--- src/blf_pkg.sv ---
// Package: register map, field layout, timing and carrier types of the backlight control block
package blf_pkg;

    // ===========================================
    // Register map
    localparam logic [7:0] BLF_ADDR_BRIGHTNESS = 8'h00;
    localparam logic [7:0] BLF_ADDR_DEVCTL = 8'h01;
    localparam logic [7:0] BLF_ADDR_FAULT = 8'h02;
    localparam logic [7:0] BLF_RESET_BRIGHTNESS = 8'h00;
    localparam logic [7:0] BLF_RESET_DEVCTL = 8'h00;
    localparam logic [7:0] BLF_RESET_FAULT = 8'h00;

    // ===========================================
    // Field positions
    localparam int BLF_BIT_ON = 0;
    localparam int BLF_BIT_SRC_LO = 1;
    localparam int BLF_BIT_OPEN = 7;
    localparam int BLF_BIT_SHORT = 6;
    localparam int BLF_BIT_MULTI = 5;
    localparam int BLF_BIT_SINGLE = 4;
    localparam int BLF_BIT_ANY = 3;
    localparam int BLF_BIT_OCP = 2;
    localparam int BLF_BIT_TSD = 1;
    localparam int BLF_BIT_INPUT_UNDERVOLTAGE_FLAG = 0;
    localparam int BLF_CHANNELS = 6;

    // ===========================================
    // Source selection codes
    typedef enum logic [1:0] {
        BLF_SRC_PIN_A = 2'h0,
        BLF_SRC_PIN_B = 2'h1,
        BLF_SRC_REG = 2'h2,
        BLF_SRC_DIRECT = 2'h3
    } blf_src_t;

    // ===========================================
    // Timing
    localparam int BLF_CLK_HZ = 50_000_000;
    localparam int BLF_OCP_MS = 50;
    localparam int BLF_OCP_CYCLES = (BLF_CLK_HZ / 1000) * BLF_OCP_MS;
    localparam int BLF_OCP_CW = 22;

    // ===========================================
    // Register access request from the serial port
    typedef struct packed {
        logic wr;
        logic rd;
        logic [7:0] addr;
        logic [7:0] wdata;
    } blf_req_t;

    // Analog fault indications, synchronised by two flops inside blf_regs
    typedef struct packed {
        logic [BLF_CHANNELS-1:0] led_open;
        logic [BLF_CHANNELS-1:0] led_short;
        logic boost_low;
        logic over_temp;
        logic temp_cool;
        logic under_volt;
        logic vin_ok;
    } blf_sense_t;

endpackage : blf_pkg

--- src/blf_regs.sv ---
// Module: backlight control and fault-status register bank
`timescale 1ns/10ps
module blf_regs import blf_pkg::*; (
    input wire logic i_clk_sys,
    input wire logic i_reset,
    input wire blf_req_t i_req,
    output logic [7:0] o_rdata,
    output logic o_rvalid,
    input wire logic i_enable_pin,
    input wire logic i_pwm_pin,
    input wire blf_sense_t i_sense,
    output logic o_fault_n,
    output logic o_led_pwm,
    output logic o_boost_en,
    output logic o_chip_on
);

    // ===========================================
    // Pin synchronisers
    logic [1:0] en_sync;
    logic [1:0] pwm_sync;
    blf_sense_t sense_meta;
    blf_sense_t sense;

    always_ff @(posedge i_clk_sys or posedge i_reset) begin
        if (i_reset) begin
            en_sync <= 2'h0;
            pwm_sync <= 2'h0;
            sense_meta <= '0;
            sense <= '0;
        end else begin
            en_sync <= {en_sync[0], i_enable_pin};
            pwm_sync <= {pwm_sync[0], i_pwm_pin};
            sense_meta <= i_sense;
            sense <= sense_meta;
        end
    end

    logic enable;
    logic pwm_in;
    assign enable = en_sync[1];
    assign pwm_in = pwm_sync[1];

    function automatic logic [2:0] blf_popcount(input logic [BLF_CHANNELS-1:0] v);
        logic [2:0] n;
        n = 3'h0;
        for (int i = 0; i < BLF_CHANNELS; i++) begin
            n = n + {2'h0, v[i]};
        end
        return n;
    endfunction : blf_popcount

    // ===========================================
    // Registers and fault flags
    logic [7:0] brightness_code;
    logic [7:0] next_brightness_code;
    blf_src_t pwm_source_select;
    blf_src_t next_pwm_source_select;
    logic backlight_on_bit;
    logic next_backlight_on_bit;
    logic [7:0] fault_status;
    logic [7:0] next_fault_status;
    logic [7:0] rdata;
    logic [7:0] next_rdata;
    logic rvalid;
    logic next_rvalid;
    logic [BLF_OCP_CW-1:0] ocp_count;
    logic [BLF_OCP_CW-1:0] next_ocp_count;
    logic tsd_hold;
    logic next_tsd_hold;
    logic uv_hold;
    logic next_uv_hold;

    logic [BLF_CHANNELS-1:0] chan_fault;
    logic [2:0] nfault;
    logic [7:0] fault_set;
    logic clear_flags;
    logic ocp_event;

    always_comb begin
        next_brightness_code = brightness_code;
        next_pwm_source_select = pwm_source_select;
        next_backlight_on_bit = backlight_on_bit;
        next_rdata = rdata;
        next_rvalid = 1'b0;
        next_ocp_count = ocp_count;
        chan_fault = sense.led_open | sense.led_short;
        nfault = blf_popcount(chan_fault);
        ocp_event = 1'b0;

        // Count only while boost_low is sensed and the overcurrent flag is clear; overcurrent stops the boost and the count
        if (sense.boost_low && !fault_status[BLF_BIT_OCP]) begin
            if (ocp_count >= BLF_OCP_CW'(BLF_OCP_CYCLES)) begin
                ocp_event = 1'b1;
                next_ocp_count = '0;
            end else begin
                next_ocp_count = ocp_count + 1'b1;
            end
        end else begin
            next_ocp_count = '0;
        end

        fault_set = 8'h00;
        fault_set[BLF_BIT_OPEN] = |sense.led_open;
        fault_set[BLF_BIT_SHORT] = |sense.led_short;
        fault_set[BLF_BIT_MULTI] = (nfault >= 3'h2);
        fault_set[BLF_BIT_SINGLE] = (nfault == 3'h1);
        fault_set[BLF_BIT_ANY] = |chan_fault;
        fault_set[BLF_BIT_OCP] = ocp_event;
        fault_set[BLF_BIT_TSD] = sense.over_temp;
        fault_set[BLF_BIT_INPUT_UNDERVOLTAGE_FLAG] = sense.under_volt;

        // Read clear; a new event in the same cycle survives
        clear_flags = !enable || (i_req.rd && i_req.addr == BLF_ADDR_FAULT);
        next_fault_status = (clear_flags ? 8'h00 : fault_status) | fault_set;

        // Protection holds run on sensors, independent of the flag clear
        next_tsd_hold = sense.over_temp ? 1'b1 : (sense.temp_cool ? 1'b0 : tsd_hold);
        next_uv_hold = sense.under_volt ? 1'b1 : (sense.vin_ok ? 1'b0 : uv_hold);

        if (i_req.wr) begin
            if (i_req.addr == BLF_ADDR_BRIGHTNESS) begin
                next_brightness_code = i_req.wdata;
            end else if (i_req.addr == BLF_ADDR_DEVCTL) begin
                next_backlight_on_bit = i_req.wdata[BLF_BIT_ON];
                next_pwm_source_select = blf_src_t'(i_req.wdata[BLF_BIT_SRC_LO +: 2]);
            end
        end

        if (i_req.rd) begin
            next_rvalid = 1'b1;
            if (i_req.addr == BLF_ADDR_BRIGHTNESS) begin
                next_rdata = brightness_code;
            end else if (i_req.addr == BLF_ADDR_DEVCTL) begin
                next_rdata = {5'h00, pwm_source_select, backlight_on_bit};
            end else if (i_req.addr == BLF_ADDR_FAULT) begin
                next_rdata = fault_status;
            end else begin
                next_rdata = 8'h00;
            end
        end
    end

    always_ff @(posedge i_clk_sys or posedge i_reset) begin
        if (i_reset) begin
            brightness_code <= BLF_RESET_BRIGHTNESS;
            pwm_source_select <= blf_src_t'(BLF_RESET_DEVCTL[BLF_BIT_SRC_LO +: 2]);
            backlight_on_bit <= BLF_RESET_DEVCTL[BLF_BIT_ON];
            fault_status <= BLF_RESET_FAULT;
            rdata <= 8'h00;
            rvalid <= 1'b0;
            ocp_count <= '0;
            tsd_hold <= 1'b0;
            uv_hold <= 1'b0;
        end else begin
            brightness_code <= next_brightness_code;
            pwm_source_select <= next_pwm_source_select;
            backlight_on_bit <= next_backlight_on_bit;
            fault_status <= next_fault_status;
            rdata <= next_rdata;
            rvalid <= next_rvalid;
            ocp_count <= next_ocp_count;
            tsd_hold <= next_tsd_hold;
            uv_hold <= next_uv_hold;
        end
    end

    // ===========================================
    // Output path
    logic reg_pwm;

    blf_pwm u_pwm (
        .i_clk_sys(i_clk_sys),
        .i_reset(i_reset),
        .i_duty(brightness_code),
        .o_pwm(reg_pwm)
    );

    logic led_pwm;
    logic next_led_pwm;
    logic boost_en;
    logic next_boost_en;
    logic chip_on;
    logic next_chip_on;
    logic fault_n;
    logic next_fault_n;
    logic protect;

    always_comb begin
        protect = tsd_hold || uv_hold;
        if (pwm_source_select == BLF_SRC_REG) begin
            next_chip_on = backlight_on_bit;
            next_led_pwm = backlight_on_bit && reg_pwm;
        end else begin
            // Pin duty modes: the pin decides on or off, gated by enable; the on bit is ignored
            next_chip_on = pwm_in;
            next_led_pwm = pwm_in;
        end
        next_chip_on = next_chip_on && enable;
        next_led_pwm = next_led_pwm && next_chip_on && !protect;
        // Boost resumes as soon as the overcurrent flag is gone
        next_boost_en = next_chip_on && !protect && !fault_status[BLF_BIT_OCP];
        next_fault_n = ~|fault_status;
    end

    always_ff @(posedge i_clk_sys or posedge i_reset) begin
        if (i_reset) begin
            led_pwm <= 1'b0;
            boost_en <= 1'b0;
            chip_on <= 1'b0;
            fault_n <= 1'b1;
        end else begin
            led_pwm <= next_led_pwm;
            boost_en <= next_boost_en;
            chip_on <= next_chip_on;
            fault_n <= next_fault_n;
        end
    end

    assign o_rdata = rdata;
    assign o_rvalid = rvalid;
    assign o_led_pwm = led_pwm;
    assign o_boost_en = boost_en;
    assign o_chip_on = chip_on;
    assign o_fault_n = fault_n;

endmodule : blf_regs

--- src/blf_pwm.sv ---
// Module: 8-bit linear PWM generator for register-controlled brightness
`timescale 1ns/10ps
module blf_pwm import blf_pkg::*; (
    input wire logic i_clk_sys,
    input wire logic i_reset,
    input wire logic [7:0] i_duty,
    output logic o_pwm
);

    logic [7:0] count;
    logic [7:0] next_count;
    logic pwm;
    logic next_pwm;

    always_comb begin
        next_count = count + 8'h01;
        // Full scale code gives steady on
        next_pwm = (i_duty == 8'hff) || (count < i_duty);
    end

    always_ff @(posedge i_clk_sys or posedge i_reset) begin
        if (i_reset) begin
            count <= 8'h00;
            pwm <= 1'b0;
        end else begin
            count <= next_count;
            pwm <= next_pwm;
        end
    end

    assign o_pwm = pwm;

endmodule : blf_pwm

--- config.mk ---
export PLATFORM = sky130hd
export DESIGN_NAME = blf_regs
export DESIGN_NICKNAME = d
export VERILOG_FILES = /design/src/blf_pkg.sv /design/src/blf_regs.sv /design/src/blf_pwm.sv
export SDC_FILE = /design/constraint.sdc
export NUM_CORES = 1
export LEC_CHECK = 0
export ABC_AREA = 1
export CAP_MARGIN = 15
export CORE_ASPECT_RATIO = 1.4
export CORE_UTILIZATION = 35
export DETAILED_ROUTE_END_ITERATION = 12
export DONT_BUFFER_PORTS = 1
export PLACE_DENSITY = 0.46
export SYNTH_ARGS = -nofsm -noshare
export SYNTH_HDL_FRONTEND = slang
export SYNTH_SLANG_ARGS = --single-unit
--- constraint.sdc ---
create_clock -name i_clk_sys -period 8 [get_ports i_clk_sys]
set_clock_uncertainty 0.15 [all_clocks]
set_input_delay 0.8 -clock i_clk_sys [delete_from_list [all_inputs] [get_ports i_clk_sys]]
set_output_delay 0.8 -clock i_clk_sys [all_outputs]
set_load 0.01 [all_outputs]
==> impl_metrics.toml <==
[setup_path]
cp-start-kind = "flip-flop"
arrival_ns = 2.88
crit_fanout = 2
critPathKind = "reg2reg"
cp.required_ns = 8.09
endpoint_kind = "flip-flop"

[synth]
syn_area_mm2 = 0.00442
synth_enable_flop_cells = 0
ys.flop_type = "dfrtp_1"
ys_seq_area_share_pct = 58.4
synth_nets = 517
async_reset_ff_share_pct = 100
ys_ff_latch = 103
ys_types = 31
syn_area_per_cell_um2 = 9.54
yosysWarnings = 0
synthCells = 463

[floorplan]
io_pins = 52
fp-row-count = 48
start_util_pct = 35.9
fp.dieH_um = 135
die_area_mm2 = 0.0131
placeableCoreArea_mm2 = 0.0123
chipWidth_um = 97.0

[clock_network]
cts-buffers-inserted = 9
clock-sinks = 103
post_cts_buffers = 0
ctsHoldBuffers = 0
root_buffer = "clkbuf_16"
clk_latency_ns = 0.35
ctsHtreeMaxLevel = 3
cts_resized = 0
tritoncts = "yes"
clkTransAtPathRegs_ns = 0.08
clk_path_buf_depth = 2

[sta]
tightestPinTransition_ns = 0.853
report.final.setup_viol = 0
min_period_over_period_pct = 35.0
finalSetupTns_ns = 0
clock.fmax_mhz = 357
period_minus_slack_ns = 2.80
rsz0062_at_grt = "no"
max_slew_margin_pct = 43.1
hold_violations = 0
hold_slack_ns = 0.171
maxSlewViolCount = 0

[job]
drv_cap = 0

[status]
status = "completed"

[global_route]
antenna_found_initial = 0
grt_usage_pct = 14.7
grt_util_met1_pct = 17.3
met2_usage_pct = 25.5
gr-total-overflow = 0
grt-busiest-layer = "met2"
grt_pass1_wl_um = 14900
grtUsageMet3_pct = 3.62
grt_max_degree = 68
grt_pass1_vias = 3009

[finish]
drive_gt1_share_pct = 6.11
n_fill_cell = 1246
regArea_mm2 = 0.00258
area_delta_synth_final_pct = 10.8
nNetsFinal = 524
num_antenna_cells = 0
multi_input_area_mm2 = 0.00157

[routing]
vias = 2986
drt_pass1_iterations = 4
routed_wl_um = 8980
drt.antenna.violating_nets = 0
drc = 0
post_drt_via_cell_ratio = 4.78
wl_per_cell_um = 14.4
first_iter_violations = 151

[placed_design]
portBuffers = 0
dp_hpwl_um = 6590
finalWeightedCongestion = 0.802

[power]
cellLeakagePower_nw = 2.26
p_seq_share_pct = 52.3
p_clk_share_pct = 43.4
pwr_density_cell_mw_per_mm2 = 214
combPwrFrac_pct = 4.3
irDropWorstVdd_uv = 119
switching_share_pct = 25.6
p_sw_mw = 0.268
p_int_mw = 0.778

[min_path]
min_path_type = "in2async"
[through the flow]
stage	instances	cell area, um2	power, mW	worst slack, ns	util (%)
2_1_floorplan	463	4420	0.590	4.35	-
3_3_place_gp	609	4570	0.602	5.26	37.2
3_5_place_dp	609	4570	0.604	5.19	37.2
4_1_cts	625	4890	1.06	5.19	39.8
5_1_grt	625	4890	1.09	5.08	39.8
6_report	625	4890	1.05	5.20	39.8
[sequential cells by signal, summed over array words and instances (netlist names)]
signal             cells
o_led_pwm              1
ocp_count             22
u_pwm.count            8
o_fault_n              1
o_rdata                8
fault_set              2
sense                 15
u_pwm.o_pwm            1
brightness_code        8
backlight_on_bit       1
pwm_source_select      2
o_rvalid               1
sense_meta            17
fault_status           8
pwm_sync               2
tsd_hold               1
o_boost_en             1
uv_hold                1
en_sync                2
o_chip_on              1
[area by class of cell]
cell class | instances | area share (%)
Sequential cell | 103 | 52.7
Clock inverter | 7 | 1.94
Clock buffer | 9 | 4.60
Multi-Input combinational cell | 293 | 32.0
Inverter | 62 | 4.81
Timing Repair Buffer | 1 | 0.153
Tap cell | 150 | 3.83
[cell usage after synthesis, types with 2 or more instances]
cell type | number | share of area [%]
a21oi_1 | 11 | 1.2
buf_6 | 3 | 0.76
clkbuf_1 | 2 | 0.17
dfrtp_1 | 102 | 58
fa_1 | 3 | 1.4
ha_1 | 12 | 3.4
inv_1 | 62 | 5.3
nand2_1 | 90 | 7.6
nand3_1 | 37 | 4.2
nand4_1 | 5 | 0.71
nor2_1 | 66 | 5.6
nor2_2 | 3 | 0.42
nor2_4 | 2 | 0.51
nor3_1 | 2 | 0.23
nor4_1 | 5 | 0.71
o211ai_1 | 8 | 1.4
o21ai_0 | 18 | 2.0
o21bai_1 | 2 | 0.34
xnor2_1 | 7 | 1.4
xor2_1 | 12 | 2.4
[critical path, stage by stage, from the launching register on]
cell,delay (ns)
dfrtp_1,0.38
or2_2,0.32
fa_1,0.46
fa_1,0.56
ha_1,0.14
inv_1,0.05
fa_1,0.45
nand3_1,0.09
o21ai_0,0.07
[metal layers]
| layer | up-vias | wire [um] |
|---|---|---|
| li1 | 1477 | - |
| met4 | 0 | 193 |
| met3 | 11 | 300 |
| met2 | 60 | 4610 |
| met1 | 1438 | 3870 |
| met5 | - | 0 |
[placed cells by master (no fill, tap or decap), drive strengths merged, types with 2 or more instances in the layout]
cell type | netlist | routed
a21oi | 11 | 11
ha | 12 | 12
fa | 3 | 3
nor4 | 5 | 5
clkinv | 0 | 3
o211ai | 8 | 8
o21ai | 19 | 19
xnor2 | 7 | 7
inv | 62 | 65
nor2 | 71 | 71
nand2 | 91 | 91
dfrtp | 102 | 102
nand3 | 38 | 38
clkbuf | 2 | 9
xor2 | 12 | 12
o21bai | 2 | 2
nand4 | 6 | 6
nor3 | 3 | 3
[cells by family after synthesis]
logic type      share of synthesized area [%]
buf+inv                                  6.20
compound gates                           5.44
fa+ha+maj                                4.76
flops                                    58.4
simple gates                             21.5
xor+xnor                                 3.77
[power groups by stage]
stage / combinational, mW / sequential, mW / clock, mW
after floorplan: 0.0360 / 0.554 / 0
after global placement: 0.0452 / 0.557 / 0
after detailed placement: 0.0469 / 0.557 / 0
after CTS: 0.0470 / 0.547 / 0.470
after global routing: 0.0530 / 0.549 / 0.488
final: 0.0450 / 0.547 / 0.454
[worst paths after layout]
| kind | startpoint | to | slack, ns | depth (start not counted) |
|---|---|---|---|---|
| min in group i_clk_sys | sense_meta[14]$_DFF_PP0_ | sense[14]$_DFF_PP0_ | 0.20 | 0 |
| setup / recovery | sense[8]$_DFF_PP0_ | fault_status[4]$_DFF_PP0_ | 5.20 | 8 |
| hold / removal | i_reset | sense_meta[12]$_DFF_PP0_ | 0.17 | 1 |
| hold reg to reg | sense_meta[14]$_DFF_PP0_ | sense[14]$_DFF_PP0_ | 0.20 | 0 |
| setup reg to reg | sense[8]$_DFF_PP0_ | fault_status[4]$_DFF_PP0_ | 5.20 | 8 |
| max in group asynchronous | i_reset | sense_meta[4]$_DFF_PP0_ | 6.33 | 2 |
Power figures use the tool's default switching activity.
